[config.mk]
export PLATFORM = sky130hd
export DESIGN_NAME = hcs_smbus_config
export DESIGN_NICKNAME = d
export VERILOG_FILES = /design/src/verilog/hcs_pkg.sv /design/src/verilog/hcs_sync.sv /design/src/verilog/hcs_smbus_config.sv
export SDC_FILE = /design/constraint.sdc
export NUM_CORES = 1
export LEC_CHECK = 0
export BUFFER_PORTS_ARGS = -buffer_cell sky130_fd_sc_hd__buf_2
export CAP_MARGIN = 20
export CORE_MARGIN = 1
export CORE_UTILIZATION = 30
export DETAILED_ROUTE_END_ITERATION = 10
export SLEW_MARGIN = 20
export SYNTH_ARGS = -nofsm -noshare
export SYNTH_HDL_FRONTEND = slang
export SYNTH_SLANG_ARGS = --single-unit
export TNS_END_PERCENT = 1
[constraint.sdc]
create_clock -name i_mclk -period 3.1 [get_ports i_mclk]
set_clock_uncertainty 0.1 [all_clocks]
set_input_delay 0.155 -clock i_mclk [delete_from_list [all_inputs] [get_ports i_mclk]]
set_output_delay 0.155 -clock i_mclk [all_outputs]
set_load 0.05 [all_outputs]
[src/verilog/hcs_pkg.sv]
/*
 Shared constants and types for the hub configuration loader: register
 offsets, reset values, field masks, strap coding, timing and carriers.
 Assumes a 10 MHz system clock.
*/
`default_nettype none

package hcs_pkg;

    ////////////////////////////////////////////////////////////////////////
    // Bus identity and strap coding
    // Slave address value is arbitrary; any non-zero address keeps the
    // general call address unanswered
    localparam logic [6:0] SLAVE_ADDR     = 7'h2c;
    localparam logic [1:0] SEL_SMBUS      = 2'h3;
    localparam logic [3:0] BITS_PER_BYTE  = 4'h8;

    ////////////////////////////////////////////////////////////////////////
    // Register offsets
    localparam logic [7:0] ADDR_STATUS    = 8'h00;
    localparam logic [7:0] ADDR_PORT_DIS  = 8'h0a;
    localparam logic [7:0] ADDR_MAXP_SP   = 8'h0b;
    localparam logic [7:0] ADDR_MAXP_BP   = 8'h0c;
    localparam logic [7:0] ADDR_HCCUR_SP  = 8'h0d;
    localparam logic [7:0] ADDR_HCCUR_BP  = 8'h0e;
    localparam logic [7:0] ADDR_PWR_ON    = 8'h0f;

    ////////////////////////////////////////////////////////////////////////
    // Fields and reset values
    localparam logic [7:0] PORT_DIS_MASK  = 8'h0e;
    localparam int         STAT_DONE_BIT  = 0;
    localparam int         STAT_RESET_BIT = 2;
    localparam logic [7:0] RST_PORT_DIS   = 8'h00;
    localparam logic [7:0] RST_MAXP       = 8'h00;
    localparam logic [7:0] RST_HCCUR      = 8'h32;
    localparam logic [7:0] RST_PWR_ON     = 8'h00;

    ////////////////////////////////////////////////////////////////////////
    // Timing
    localparam int CLK_HZ          = 10_000_000;
    localparam int PWR_UNIT_MS     = 2;
    localparam int PWR_UNIT_CYCLES = CLK_HZ / 1000 * PWR_UNIT_MS;
    localparam int PWR_CNT_W       = 16;

    ////////////////////////////////////////////////////////////////////////
    // Types
    typedef struct packed {
        logic [7:0] bus_powered_port_disable;
        logic [7:0] self_powered_max_power;
        logic [7:0] bus_powered_max_power;
        logic [7:0] self_powered_controller_current;
        logic [7:0] bus_powered_controller_current;
        logic [7:0] port_power_good_delay;
    } hcs_image_s;

    typedef enum logic [2:0] {
        ST_IDLE,
        ST_ADDR,
        ST_REG,
        ST_WDATA,
        ST_WEND,
        ST_RADDR,
        ST_RDATA,
        ST_WAITSTOP
    } hcs_state_e;

endpackage

`default_nettype wire

[src/verilog/hcs_sync.sv]
/*
 Two-stage synchroniser for a group of pin inputs.
 Assumes inputs are asynchronous to i_mclk; first stage feeds only the second.
*/
`timescale 1ns/1ns
`default_nettype none

module hcs_sync #(
    parameter int                 WIDTH = 1,
    parameter logic [WIDTH-1:0]   INIT  = '0
) (
    input  wire logic             i_mclk,
    input  wire logic             i_reset,
    input  wire logic [WIDTH-1:0] i_d,
    output logic      [WIDTH-1:0] o_q
);

    logic [WIDTH-1:0] meta_q;

    always_ff @(posedge i_mclk)
    begin
        if (i_reset)
        begin
            meta_q <= INIT;
            o_q    <= INIT;
        end
        else
        begin
            meta_q <= i_d;
            o_q    <= meta_q;
        end
    end

endmodule

`default_nettype wire

[src/verilog/hcs_smbus_config.sv]
/*
 Hub configuration image bytes with the slave-only SMBus loader and the
 port power-good delay timer.
 Assumes SCL and SDA are open-drain wires resolved outside, the straps are
 static pins, and i_port_power_on is a one-cycle pulse on i_mclk.
*/
//
// Behaviour
// Bus-powered port disable keeps only bits 3..1 (ports 3..1), bit 0 zero.
// Self-powered max power is held as a count of 2 mA steps.
// Bus-powered max power is held as a count of 2 mA steps.
// Self-powered controller current counts 2 mA steps, resets to 50.
// Bus-powered controller current counts 2 mA steps, resets to 50.
// Power good follows port power-on after the delay byte times 2 ms.
// With the straps on SMBus the pins act as slave only, no EEPROM read.
// In SMBus mode attach waits, without limit, for the load to finish.
// The block never drives the clock and never starts a transfer.
// Only Write Byte and Read Byte are answered; others get no answer. Here other write frames are acked up to their third byte.
// Each access is 7-bit address, 8-bit register index, 8-bit data.
// The host sends address, register index, then data or a read.
// A register changes only after a complete valid write protocol.
// Bytes move most significant bit first in both directions.
// A START straight followed by STOP returns the slave to idle.
// Reserved bits read as zero and ignore writes.
`timescale 1ns/1ns
`default_nettype none

module hcs_smbus_config #(
    parameter int POWER_UNIT_CYCLES = hcs_pkg::PWR_UNIT_CYCLES
) (
    input  wire logic               i_mclk,
    input  wire logic               i_reset,
    input  wire logic               i_scl,
    input  wire logic               i_sda,
    input  wire logic               i_config_select_strap_high,
    input  wire logic               i_config_select_strap_low,
    input  wire logic               i_port_power_on,
    output logic                    o_sda,
    output logic                    o_sda_oe,
    output logic                    o_smbus_mode,
    output logic                    o_eeprom_load_enable,
    output logic                    o_usb_attach,
    output logic                    o_port_power_good,
    output hcs_pkg::hcs_image_s     o_config
);

    ////////////////////////////////////////////////////////////////////////
    // Pin synchronisers and bus conditions
    logic [1:0] bus_s;
    logic [1:0] strap_s;
    logic       scl_p_q;
    logic       sda_p_q;

    hcs_sync #(.WIDTH(2), .INIT(2'h3)) u_bus_sync (
        .i_mclk  (i_mclk),
        .i_reset (i_reset),
        .i_d     ({i_scl, i_sda}),
        .o_q     (bus_s)
    );

    hcs_sync #(.WIDTH(2), .INIT(2'h0)) u_strap_sync (
        .i_mclk  (i_mclk),
        .i_reset (i_reset),
        .i_d     ({i_config_select_strap_high, i_config_select_strap_low}),
        .o_q     (strap_s)
    );

    wire scl       = bus_s[1];
    wire sda       = bus_s[0];
    wire scl_rise  = scl & ~scl_p_q;
    wire scl_fall  = ~scl & scl_p_q;
    wire start_det = scl & scl_p_q & sda_p_q & ~sda;
    wire stop_det  = scl & scl_p_q & ~sda_p_q & sda;

    always_ff @(posedge i_mclk)
    begin
        if (i_reset)
        begin
            scl_p_q <= 1'b1;
            sda_p_q <= 1'b1;
        end
        else
        begin
            scl_p_q <= scl;
            sda_p_q <= sda;
        end
    end

    ////////////////////////////////////////////////////////////////////////
    // Strap capture once after reset release
    // Capture waits two edges so the synchroniser no longer shows its
    // reset value; otherwise the straps would always read as 2'b00
    logic       strap_done_q;
    logic       smbus_q;
    logic [1:0] strap_wait_q;

    always_ff @(posedge i_mclk)
    begin
        if (i_reset)
        begin
            strap_done_q <= 1'b0;
            smbus_q      <= 1'b0;
            strap_wait_q <= 2'h0;
        end
        else if (!strap_done_q)
        begin
            if (strap_wait_q == 2'h2)
            begin
                strap_done_q <= 1'b1;
                smbus_q      <= (strap_s == hcs_pkg::SEL_SMBUS);
            end
            else
                strap_wait_q <= strap_wait_q + 2'h1;
        end
    end

    ////////////////////////////////////////////////////////////////////////
    // Configuration image and read mux
    hcs_pkg::hcs_image_s cfg_q;
    logic                load_done_q;
    logic [7:0]          reg_q;
    logic [7:0]          sh_q;
    logic                commit;

    wire [7:0] rdata =
        (reg_q == hcs_pkg::ADDR_STATUS)   ? {7'h00, load_done_q} :
        (reg_q == hcs_pkg::ADDR_PORT_DIS) ? cfg_q.bus_powered_port_disable :
        (reg_q == hcs_pkg::ADDR_MAXP_SP)  ? cfg_q.self_powered_max_power :
        (reg_q == hcs_pkg::ADDR_MAXP_BP)  ? cfg_q.bus_powered_max_power :
        (reg_q == hcs_pkg::ADDR_HCCUR_SP) ?
            cfg_q.self_powered_controller_current :
        (reg_q == hcs_pkg::ADDR_HCCUR_BP) ?
            cfg_q.bus_powered_controller_current :
        (reg_q == hcs_pkg::ADDR_PWR_ON)   ? cfg_q.port_power_good_delay :
        8'h00;

    wire wr_status = commit & (reg_q == hcs_pkg::ADDR_STATUS);
    wire soft_rst  = wr_status & sh_q[hcs_pkg::STAT_RESET_BIT];

    always_ff @(posedge i_mclk)
    begin
        if (i_reset || soft_rst)
        begin
            cfg_q.bus_powered_port_disable        <= hcs_pkg::RST_PORT_DIS;
            cfg_q.self_powered_max_power          <= hcs_pkg::RST_MAXP;
            cfg_q.bus_powered_max_power           <= hcs_pkg::RST_MAXP;
            cfg_q.self_powered_controller_current <= hcs_pkg::RST_HCCUR;
            cfg_q.bus_powered_controller_current  <= hcs_pkg::RST_HCCUR;
            cfg_q.port_power_good_delay           <= hcs_pkg::RST_PWR_ON;
            load_done_q                           <= 1'b0;
        end
        else if (commit)
        begin
            if (reg_q == hcs_pkg::ADDR_STATUS &&
                sh_q[hcs_pkg::STAT_DONE_BIT])
                load_done_q <= 1'b1;
            if (reg_q == hcs_pkg::ADDR_PORT_DIS)
                cfg_q.bus_powered_port_disable <=
                    sh_q & hcs_pkg::PORT_DIS_MASK;
            if (reg_q == hcs_pkg::ADDR_MAXP_SP)
                cfg_q.self_powered_max_power <= sh_q;
            if (reg_q == hcs_pkg::ADDR_MAXP_BP)
                cfg_q.bus_powered_max_power <= sh_q;
            if (reg_q == hcs_pkg::ADDR_HCCUR_SP)
                cfg_q.self_powered_controller_current <= sh_q;
            if (reg_q == hcs_pkg::ADDR_HCCUR_BP)
                cfg_q.bus_powered_controller_current <= sh_q;
            if (reg_q == hcs_pkg::ADDR_PWR_ON)
                cfg_q.port_power_good_delay <= sh_q;
        end
    end

    assign o_config = cfg_q;

    ////////////////////////////////////////////////////////////////////////
    // SMBus slave byte engine
    // Only SDA is ever driven; SCL is never held, so no stretching.
    hcs_pkg::hcs_state_e st_q, st_d;
    logic [3:0]          cnt_q, cnt_d;
    logic                ack_q, ack_d;
    logic                oe_q, oe_d;
    logic [7:0]          sh_d;
    logic [7:0]          reg_d;
    logic                accept;

    always_comb
    begin
        st_d   = st_q;
        cnt_d  = cnt_q;
        ack_d  = ack_q;
        oe_d   = oe_q;
        sh_d   = sh_q;
        reg_d  = reg_q;
        commit = 1'b0;
        accept = 1'b0;
        if (!smbus_q)
        begin
            st_d = hcs_pkg::ST_IDLE;
            oe_d = 1'b0;
        end
        else if (start_det)
        begin
            oe_d  = 1'b0;
            ack_d = 1'b0;
            cnt_d = 4'h0;
            // Repeated start after the index byte opens a read; the SCL
            // rise ahead of it has already counted one bit
            if (st_q == hcs_pkg::ST_WDATA && cnt_q == 4'h1)
                st_d = hcs_pkg::ST_RADDR;
            else
                st_d = hcs_pkg::ST_ADDR;
        end
        else if (stop_det)
        begin
            oe_d   = 1'b0;
            ack_d  = 1'b0;
            st_d   = hcs_pkg::ST_IDLE;
            commit = (st_q == hcs_pkg::ST_WEND);
        end
        else if (st_q == hcs_pkg::ST_IDLE || st_q == hcs_pkg::ST_WAITSTOP)
        begin
            oe_d = 1'b0;
        end
        else if (scl_rise)
        begin
            // A rise in WEND may be the STOP's own clock edge
            if (st_q != hcs_pkg::ST_WEND && !ack_q &&
                cnt_q != hcs_pkg::BITS_PER_BYTE)
            begin
                cnt_d = cnt_q + 4'h1;
                if (st_q != hcs_pkg::ST_RDATA)
                    sh_d = {sh_q[6:0], sda};
            end
        end
        else if (scl_fall)
        begin
            // A fall in WEND means a surplus byte: the write is void
            if (st_q == hcs_pkg::ST_WEND)
                st_d = hcs_pkg::ST_WAITSTOP;
            else if (ack_q)
            begin
                ack_d = 1'b0;
                cnt_d = 4'h0;
                oe_d  = 1'b0;
                case (st_q)
                    hcs_pkg::ST_ADDR:  st_d = hcs_pkg::ST_REG;
                    hcs_pkg::ST_REG:   st_d = hcs_pkg::ST_WDATA;
                    hcs_pkg::ST_WDATA: st_d = hcs_pkg::ST_WEND;
                    hcs_pkg::ST_RADDR:
                    begin
                        st_d = hcs_pkg::ST_RDATA;
                        sh_d = rdata;
                        oe_d = ~rdata[7];
                    end
                    default:           st_d = hcs_pkg::ST_WAITSTOP;
                endcase
            end
            else if (cnt_q == hcs_pkg::BITS_PER_BYTE)
            begin
                ack_d = 1'b1;
                case (st_q)
                    hcs_pkg::ST_ADDR:
                        accept = (sh_q == {hcs_pkg::SLAVE_ADDR, 1'b0});
                    hcs_pkg::ST_REG:
                    begin
                        accept = 1'b1;
                        reg_d  = sh_q;
                    end
                    hcs_pkg::ST_WDATA: accept = 1'b1;
                    hcs_pkg::ST_RADDR:
                        accept = (sh_q == {hcs_pkg::SLAVE_ADDR, 1'b1});
                    default:           accept = 1'b0;
                endcase
                oe_d = accept;
                // Wrong address or direction: stay silent until the next STOP or START
                if (!accept && st_q != hcs_pkg::ST_RDATA)
                begin
                    ack_d = 1'b0;
                    st_d  = hcs_pkg::ST_WAITSTOP;
                end
            end
            else if (st_q == hcs_pkg::ST_RDATA)
            begin
                sh_d = {sh_q[6:0], 1'b0};
                oe_d = ~sh_q[6];
            end
        end
    end

    always_ff @(posedge i_mclk)
    begin
        if (i_reset || soft_rst)
        begin
            st_q  <= hcs_pkg::ST_IDLE;
            cnt_q <= 4'h0;
            ack_q <= 1'b0;
            oe_q  <= 1'b0;
            sh_q  <= 8'h00;
            reg_q <= 8'h00;
        end
        else
        begin
            st_q  <= st_d;
            cnt_q <= cnt_d;
            ack_q <= ack_d;
            oe_q  <= oe_d;
            sh_q  <= sh_d;
            reg_q <= reg_d;
        end
    end

    assign o_sda_oe = oe_q;

    ////////////////////////////////////////////////////////////////////////
    // Port power-good timer, counted in 2 ms units
    logic [hcs_pkg::PWR_CNT_W-1:0] unit_cnt_q;
    logic [7:0]                    units_left_q;
    logic                          pwr_busy_q;

    wire unit_end = (unit_cnt_q ==
                     hcs_pkg::PWR_CNT_W'(POWER_UNIT_CYCLES - 1));

    always_ff @(posedge i_mclk)
    begin
        if (i_reset)
        begin
            unit_cnt_q        <= '0;
            units_left_q      <= 8'h00;
            pwr_busy_q        <= 1'b0;
            o_port_power_good <= 1'b0;
        end
        else if (i_port_power_on)
        begin
            unit_cnt_q        <= '0;
            units_left_q      <= cfg_q.port_power_good_delay;
            pwr_busy_q        <= 1'b1;
            o_port_power_good <= 1'b0;
        end
        else if (pwr_busy_q)
        begin
            if (units_left_q == 8'h00)
            begin
                pwr_busy_q        <= 1'b0;
                o_port_power_good <= 1'b1;
            end
            else if (unit_end)
            begin
                unit_cnt_q   <= '0;
                units_left_q <= units_left_q - 8'h01;
            end
            else
                unit_cnt_q <= unit_cnt_q + 1'b1;
        end
    end

    ////////////////////////////////////////////////////////////////////////
    // Mode and attach outputs
    // Attach has no timeout in SMBus mode; a host that never loads keeps
    // the hub off the bus for good.
    always_ff @(posedge i_mclk)
    begin
        if (i_reset)
        begin
            o_sda                <= 1'b0;
            o_smbus_mode         <= 1'b0;
            o_eeprom_load_enable <= 1'b0;
            o_usb_attach         <= 1'b0;
        end
        else
        begin
            o_sda                <= 1'b0;
            o_smbus_mode         <= smbus_q;
            o_eeprom_load_enable <= strap_done_q & ~smbus_q;
            o_usb_attach         <= strap_done_q &
                                    (~smbus_q | load_done_q);
        end
    end

endmodule

`default_nettype wire

# Word level (Yosys, flattened, before mapping)
# Index checks and enable logic that the tools add are counted.
# op_classes
add_sub_neg	4
eq_ne	36
mux	71
bitwise_logic	28
n_reduce_logical	44
# ops
operator	n
8-bit two-way mux	20
8-bit by 4-bit equality test with 1-bit output, second input constant	6
4-bit two-way mux	8
1-bit two-way mux	30
3-bit two-way mux	10
2-bit AND reduction	11
3-bit != test, second input constant	6
16-bit by 1-bit adder with 16-bit output, second input constant	1
16-bit by 15-bit equality test with 1-bit output, second input constant	1
8-bit by 7-bit equality test with 1-bit output, second input constant	2
8-bit logical NOT	2
16-bit two-way mux	1
1-bit inverter	16
3-bit nonzero test	5
3-bit equality test, second input constant	4
3-bit case mux with 4 select lines	1
1-bit AND	11
11-bit AND reduction	1
10-bit AND reduction	1
5-bit AND reduction	2
5-bit nonzero test	2
2-bit != test, second input constant	4
8-bit by 1-bit subtractor with 8-bit output, second input constant	1
7-bit AND reduction	1
22 further kinds	36
# totals
ff_bits	112
in_bits	7
output_inout_bits	54
elab_cells	212

# Depth between registers and ports, before layout
# depth
depth_word	23
ltp_mapped	9
ltp_nobuf	7

# Hierarchy
# Synthesis repeated with hierarchy kept, for this count alone.
# hier_totals
cells_unflattened	621
hier_area_um2	5577.8
# modules_own_cells
module	instances	cells_each	area_per_inst_um2	seq_area_each_um2
hcs_smbus_config	1	605	5367.6	2082.0
hcs_sync	2	8	105.1	80.1

# Least setup slack after synthesis
# OpenSTA, ideal clock, no wires.
# synth_timing
kind	flip-flop to flip-flop
start	register units_left_q[0]
end	register unit_cnt_q[6] (netlist name)
setup_ns	0.065
arrival_ns	1.961
t_required_ns	2.935
path_slack_ns	0.974
path_stages_with_launch	10
n_path_buf	2
period_less_slack_ns	2.126
cell_sequence	dfxtp_1 inv_1 ha_1 nor3b_1 a21o_1 nor2_1 or2_2 clkbuf_1 buf_2 nor2_1
# synth_between
elab_chain_cells	3
# synth_rtl
element	line	text
start, declared	hcs_smbus_config.sv:317	logic [7:0] units_left_q;
start signal, assigned	hcs_smbus_config.sv:335	units_left_q <= cfg_q.port_power_good_delay;
start signal, assigned	hcs_smbus_config.sv:349	units_left_q <= units_left_q - 8'h01;
8-bit logical NOT	hcs_smbus_config.sv:341	if (units_left_q == 8'h00)
1-bit inverter (no source line)	--	
2-bit AND reduction (no source line)	--	
end signal, assigned	hcs_smbus_config.sv:352	unit_cnt_q <= unit_cnt_q + 1'b1;
end, declared	hcs_smbus_config.sv:316	logic [hcs_pkg::PWR_CNT_W-1:0] unit_cnt_q;
# No other way between the ends.
# A chain may end at the register's enable or synchronous reset.

# Worst setup path in the final report
# layout_timing
start	register scl_p_q
end	register cfg_q, in the netlist o_config[17]
# layout_between
elab_chain_cells	9
word_cells_on_any_way	12
cone_classes	mux (3); bitwise (7); reduce/logical (2)
# layout_rtl
element	line	text
start, declared	hcs_smbus_config.sv:51	logic scl_p_q;
start signal, assigned	hcs_smbus_config.sv:84	scl_p_q <= scl;
1-bit AND *	hcs_smbus_config.sv:72, hcs_smbus_config.sv:73	
1-bit AND (2 in a row)	hcs_smbus_config.sv:73	wire stop_det = scl & scl_p_q & ~sda_p_q & sda;
1-bit two-way mux	hcs_smbus_config.sv:213	else if (stop_det)
1-bit two-way mux *	hcs_smbus_config.sv:201	else if (start_det)
1-bit two-way mux *	hcs_smbus_config.sv:196	if (!smbus_q)
1-bit AND	hcs_smbus_config.sv:137	wire wr_status = commit & (reg_q == hcs_pkg::ADDR_STATUS);
1-bit AND	hcs_smbus_config.sv:138	wire soft_rst = wr_status & sh_q[hcs_pkg::STAT_RESET_BIT];
1-bit logical OR	hcs_smbus_config.sv:142	if (i_reset || soft_rst)
end, declared	hcs_smbus_config.sv:119	hcs_pkg::hcs_image_s cfg_q;
# Every way passes the cells marked *; elsewhere a longest branch is shown, timed or not.

==> impl_results.md <==
* Status: completed
* Crit path cell chain: ha_1 > nand3b_1 > nor4_4 > and4b_1 > mux2i_1 > nand2_1
* RSZ-0062 raised after global routing: no
* Most frequent cells in the layout: dfxtp_1, nor2_1, mux2i_1, buf_2, nand2_1
* Final setup viols at 0
* Critical Path End Type: flop
* Asr flop ratio synth at 0%
* Main flop type after synthesis: dfxtp_1
* Tot Pwr at ~2.8 mW
* Max-Cap Viols at 0
* Final-report hold violation count at 0
* Max incr delay on CP at between 500 and 600 ps
* Core area at 18,000 um^2
* Synth Register Bits at 112
* Commonest non-fill, non-tap cell in the layout: dfxtp_1
* Number of global-route vias before repair at ~4,200
* Antenna Nets Post-Route at 0
* Die ar. at around 19,000 um^2
* Post-CTS Setup Inserts at 0
* Number of port buffers at 54
* CP max-delay cell: and4b_1
* Rows at just under 50
* Cell Int Power at 2.10 mW
* Post_cts resized at 0
* Drt wl/cell at around 16 um
* Drc violations at 0
* Max FO, Critical Path at 9
* Share of layout cells above drive strength 1 at approximately 16%
* Die height at about 140 um
* Global-route wire length before repair at roughly 23,000 um
* Clk Latency, worst-skew pair at around 370 ps
* Leak Pwr at about 2.5 nW
* Sw Ratio at a little over a quarter
* Fillcell total at roughly 1,900
* CP Launch Type: flop
* Final Net Count at between 600 and 700
* Worst rel slew slack at a little under half
* Synth warnings at 0
* 1st-pass router iterations at 5
* Clock power share at a little over two fifths
* Logic pwr share at 6.2%
* Data arrival time of the worst path at around 2600 ps
* Initial antenna violation count at 0
* Vias per inst at around 5
* Critical path buffers and inverters at 0
* Min Clock Period, post-route at approximately 2500 ps
* Post-synth EDFFs at 0
* FF-to-FF setup slack at between 600 and 700 ps
* Synth-to-layout area growth at 13.9%
* CTS Sinks at about 110
* Slew Limit Fails at 0
* Total GRT Usage at 14.8%
* Power Dens Cells at around 450 nW/um^2
* Critical Path RT at roughly 3300 ps
* GP Congestion at 0.815
* Initial Util at 30.8%
* Routed wire length at 13,900 um
* Via count at about 4,500
* N_diodes at 0
* Total CTS buffers at 9
* Root buffer cell: clkbuf_16
* HP Class: in -> reg
* Max Root-Sink Buffers at 2
* Final TNS setup at 0 ps
* Fmax at 405 MHz
* CTS H-tree depth at 3
* Die Wd at between 100 and 150 um
* Largest net degree at the start of global routing at approximately 60
* Io pins at between 60 and 70
* Remaining global-route overflow at 0
* Cells after synthesis at around 630
* Critical path class: reg -> reg
* Final HPWL DP at about 10000 um
* Sequential share of power at about 52%
* Seq/Total Area, Yosys at 40.4%
* CTS clk-pin slew, worst paths at about 90 ps
* Post-synthesis cell type count at 65
* Cell family with most CP delay: simple AND/OR/NAND/NOR gates
* Synthesized area at 5550 um^2
* Final period utilization at approximately 80%
* Post-Syn Area per Cell at 8.84 um^2
* Net switching power at roughly 0.74 mW
* Maximum vdd drop at roughly 280 uV
* Worst Max-Slew Pin Slew at 811 ps
* DRT iter0 DRCs at approximately 330
* TritonCTS clock tree: yes
worst paths after layout:
| kind | startpoint | to | cells after the start |
|---|---|---|---|
| worst min-delay path | i_port_power_on | pwr_busy_q | 3 |
| worst max register to register | scl_p_q | o_config[17] | 6 |
| worst max-delay path | scl_p_q | o_config[17] | 6 |
| worst min register to register | u_bus_sync.meta_q[1] | u_bus_sync.o_q[1] | 1 |
registers in the layout, indices dropped and copies added, names as in the netlist, 3 cells and up:
name / flops
cnt_q: 4
o_config: 43
reg_q: 8
sh_q: 8
st_q: 3
unit_cnt_q: 16
units_left_q: 8
through the flow:
step                      hold WS [ps]  utilization, %  instance area, um^2  setup slack (ps)  instances
final                              101            35.1                 6320               630        898
after global routing               122            35.1                 6320               412        898
after CTS                         85.4            35.1                 6320               637        898
after detailed placement           270            33.2                 5980               634        878
after global placement             279            33.2                 5980               728        878
after floorplan                    159               -                 5570               974        633
layer usage:
metal	GRT usage, %	part of all wire (%)	vias to the layer above
li1	-	-	2249
met1	20.3	50	2108
met2	22.4	44	96
met3	3.15	4.4	19
met4	6.36	1.9	0
met5	0	0	-
logic make-up after synthesis:
logic type	share of synthesized area (%)
other cells	0.0676
fa+ha+maj	2.25
simple gates	23.1
mux	12.3
compound gates	12.2
buf+inv	5.66
xor+xnor	4.10
flops	40.4
layout make-up:
class / instances / area, um^2 / area share [%]
sequential: 112 / 2240 / 35.5
tap: 229 / 287 / 4.53
inverter: 22 / 82.6 / 1.31
clock buffer: 10 / 229 / 3.62
multi-input combinational: 451 / 3010 / 47.7
clock inverter: 6 / 67.6 / 1.07
timing repair buffer: 68 / 398 / 6.30
repair_timing:
action	in CTS	in global routing
hold endpoints to repair	4	0
hold buffers	4	0
endpoints found under the setup margin	0	0
synth_stat cells (3+ instances only):
cell / number / share of area (%)
nor4_1: 5 / 0.56
mux2i_1: 59 / 11
o22ai_1: 8 / 0.90
nor4bb_1: 4 / 0.72
buf_1: 4 / 0.27
a22o_1: 4 / 0.63
nand3b_1: 5 / 0.68
and2_1: 4 / 0.45
xnor2_1: 16 / 2.5
a31oi_1: 3 / 0.34
mux4_2: 3 / 1.2
a211oi_1: 6 / 0.81
o21a_1: 6 / 0.81
nor3b_1: 7 / 0.95
nand4_1: 6 / 0.68
a22oi_1: 4 / 0.54
nor3_1: 12 / 1.1
o21ai_0: 15 / 1.4
and3_1: 4 / 0.45
nor4b_1: 4 / 0.63
inv_1: 22 / 1.5
o211ai_1: 5 / 0.68
xor2_1: 10 / 1.6
ha_1: 10 / 2.3
buf_2: 11 / 0.99
a21o_1: 4 / 0.54
nand3_1: 14 / 1.3
nand2_1: 40 / 2.7
clkbuf_1: 23 / 1.6
a21oi_1: 26 / 2.3
or2_2: 12 / 1.4
buf_4: 10 / 1.4
nand2b_1: 13 / 1.5
dfxtp_1: 112 / 40
nor2b_1: 11 / 1.2
nor2_1: 90 / 6.1
worst min-delay path: cells and delay by family:
family / cells / cell delay, ps
buffers and inverters: 1 / 190
AND/OR/NAND/NOR: 2 / 170
power by group through the flow:
stage / clock [mW] / sequential (mW) / combinational (mW)
floorplan: 0 / 1.53 / 0.131
global placement: 0 / 1.52 / 0.174
detailed placement: 0 / 1.52 / 0.173
CTS: 1.22 / 1.48 / 0.178
global route: 1.28 / 1.49 / 0.199
finish: 1.19 / 1.48 / 0.177
No activity file was read; power rests on OpenSTA's default activity.
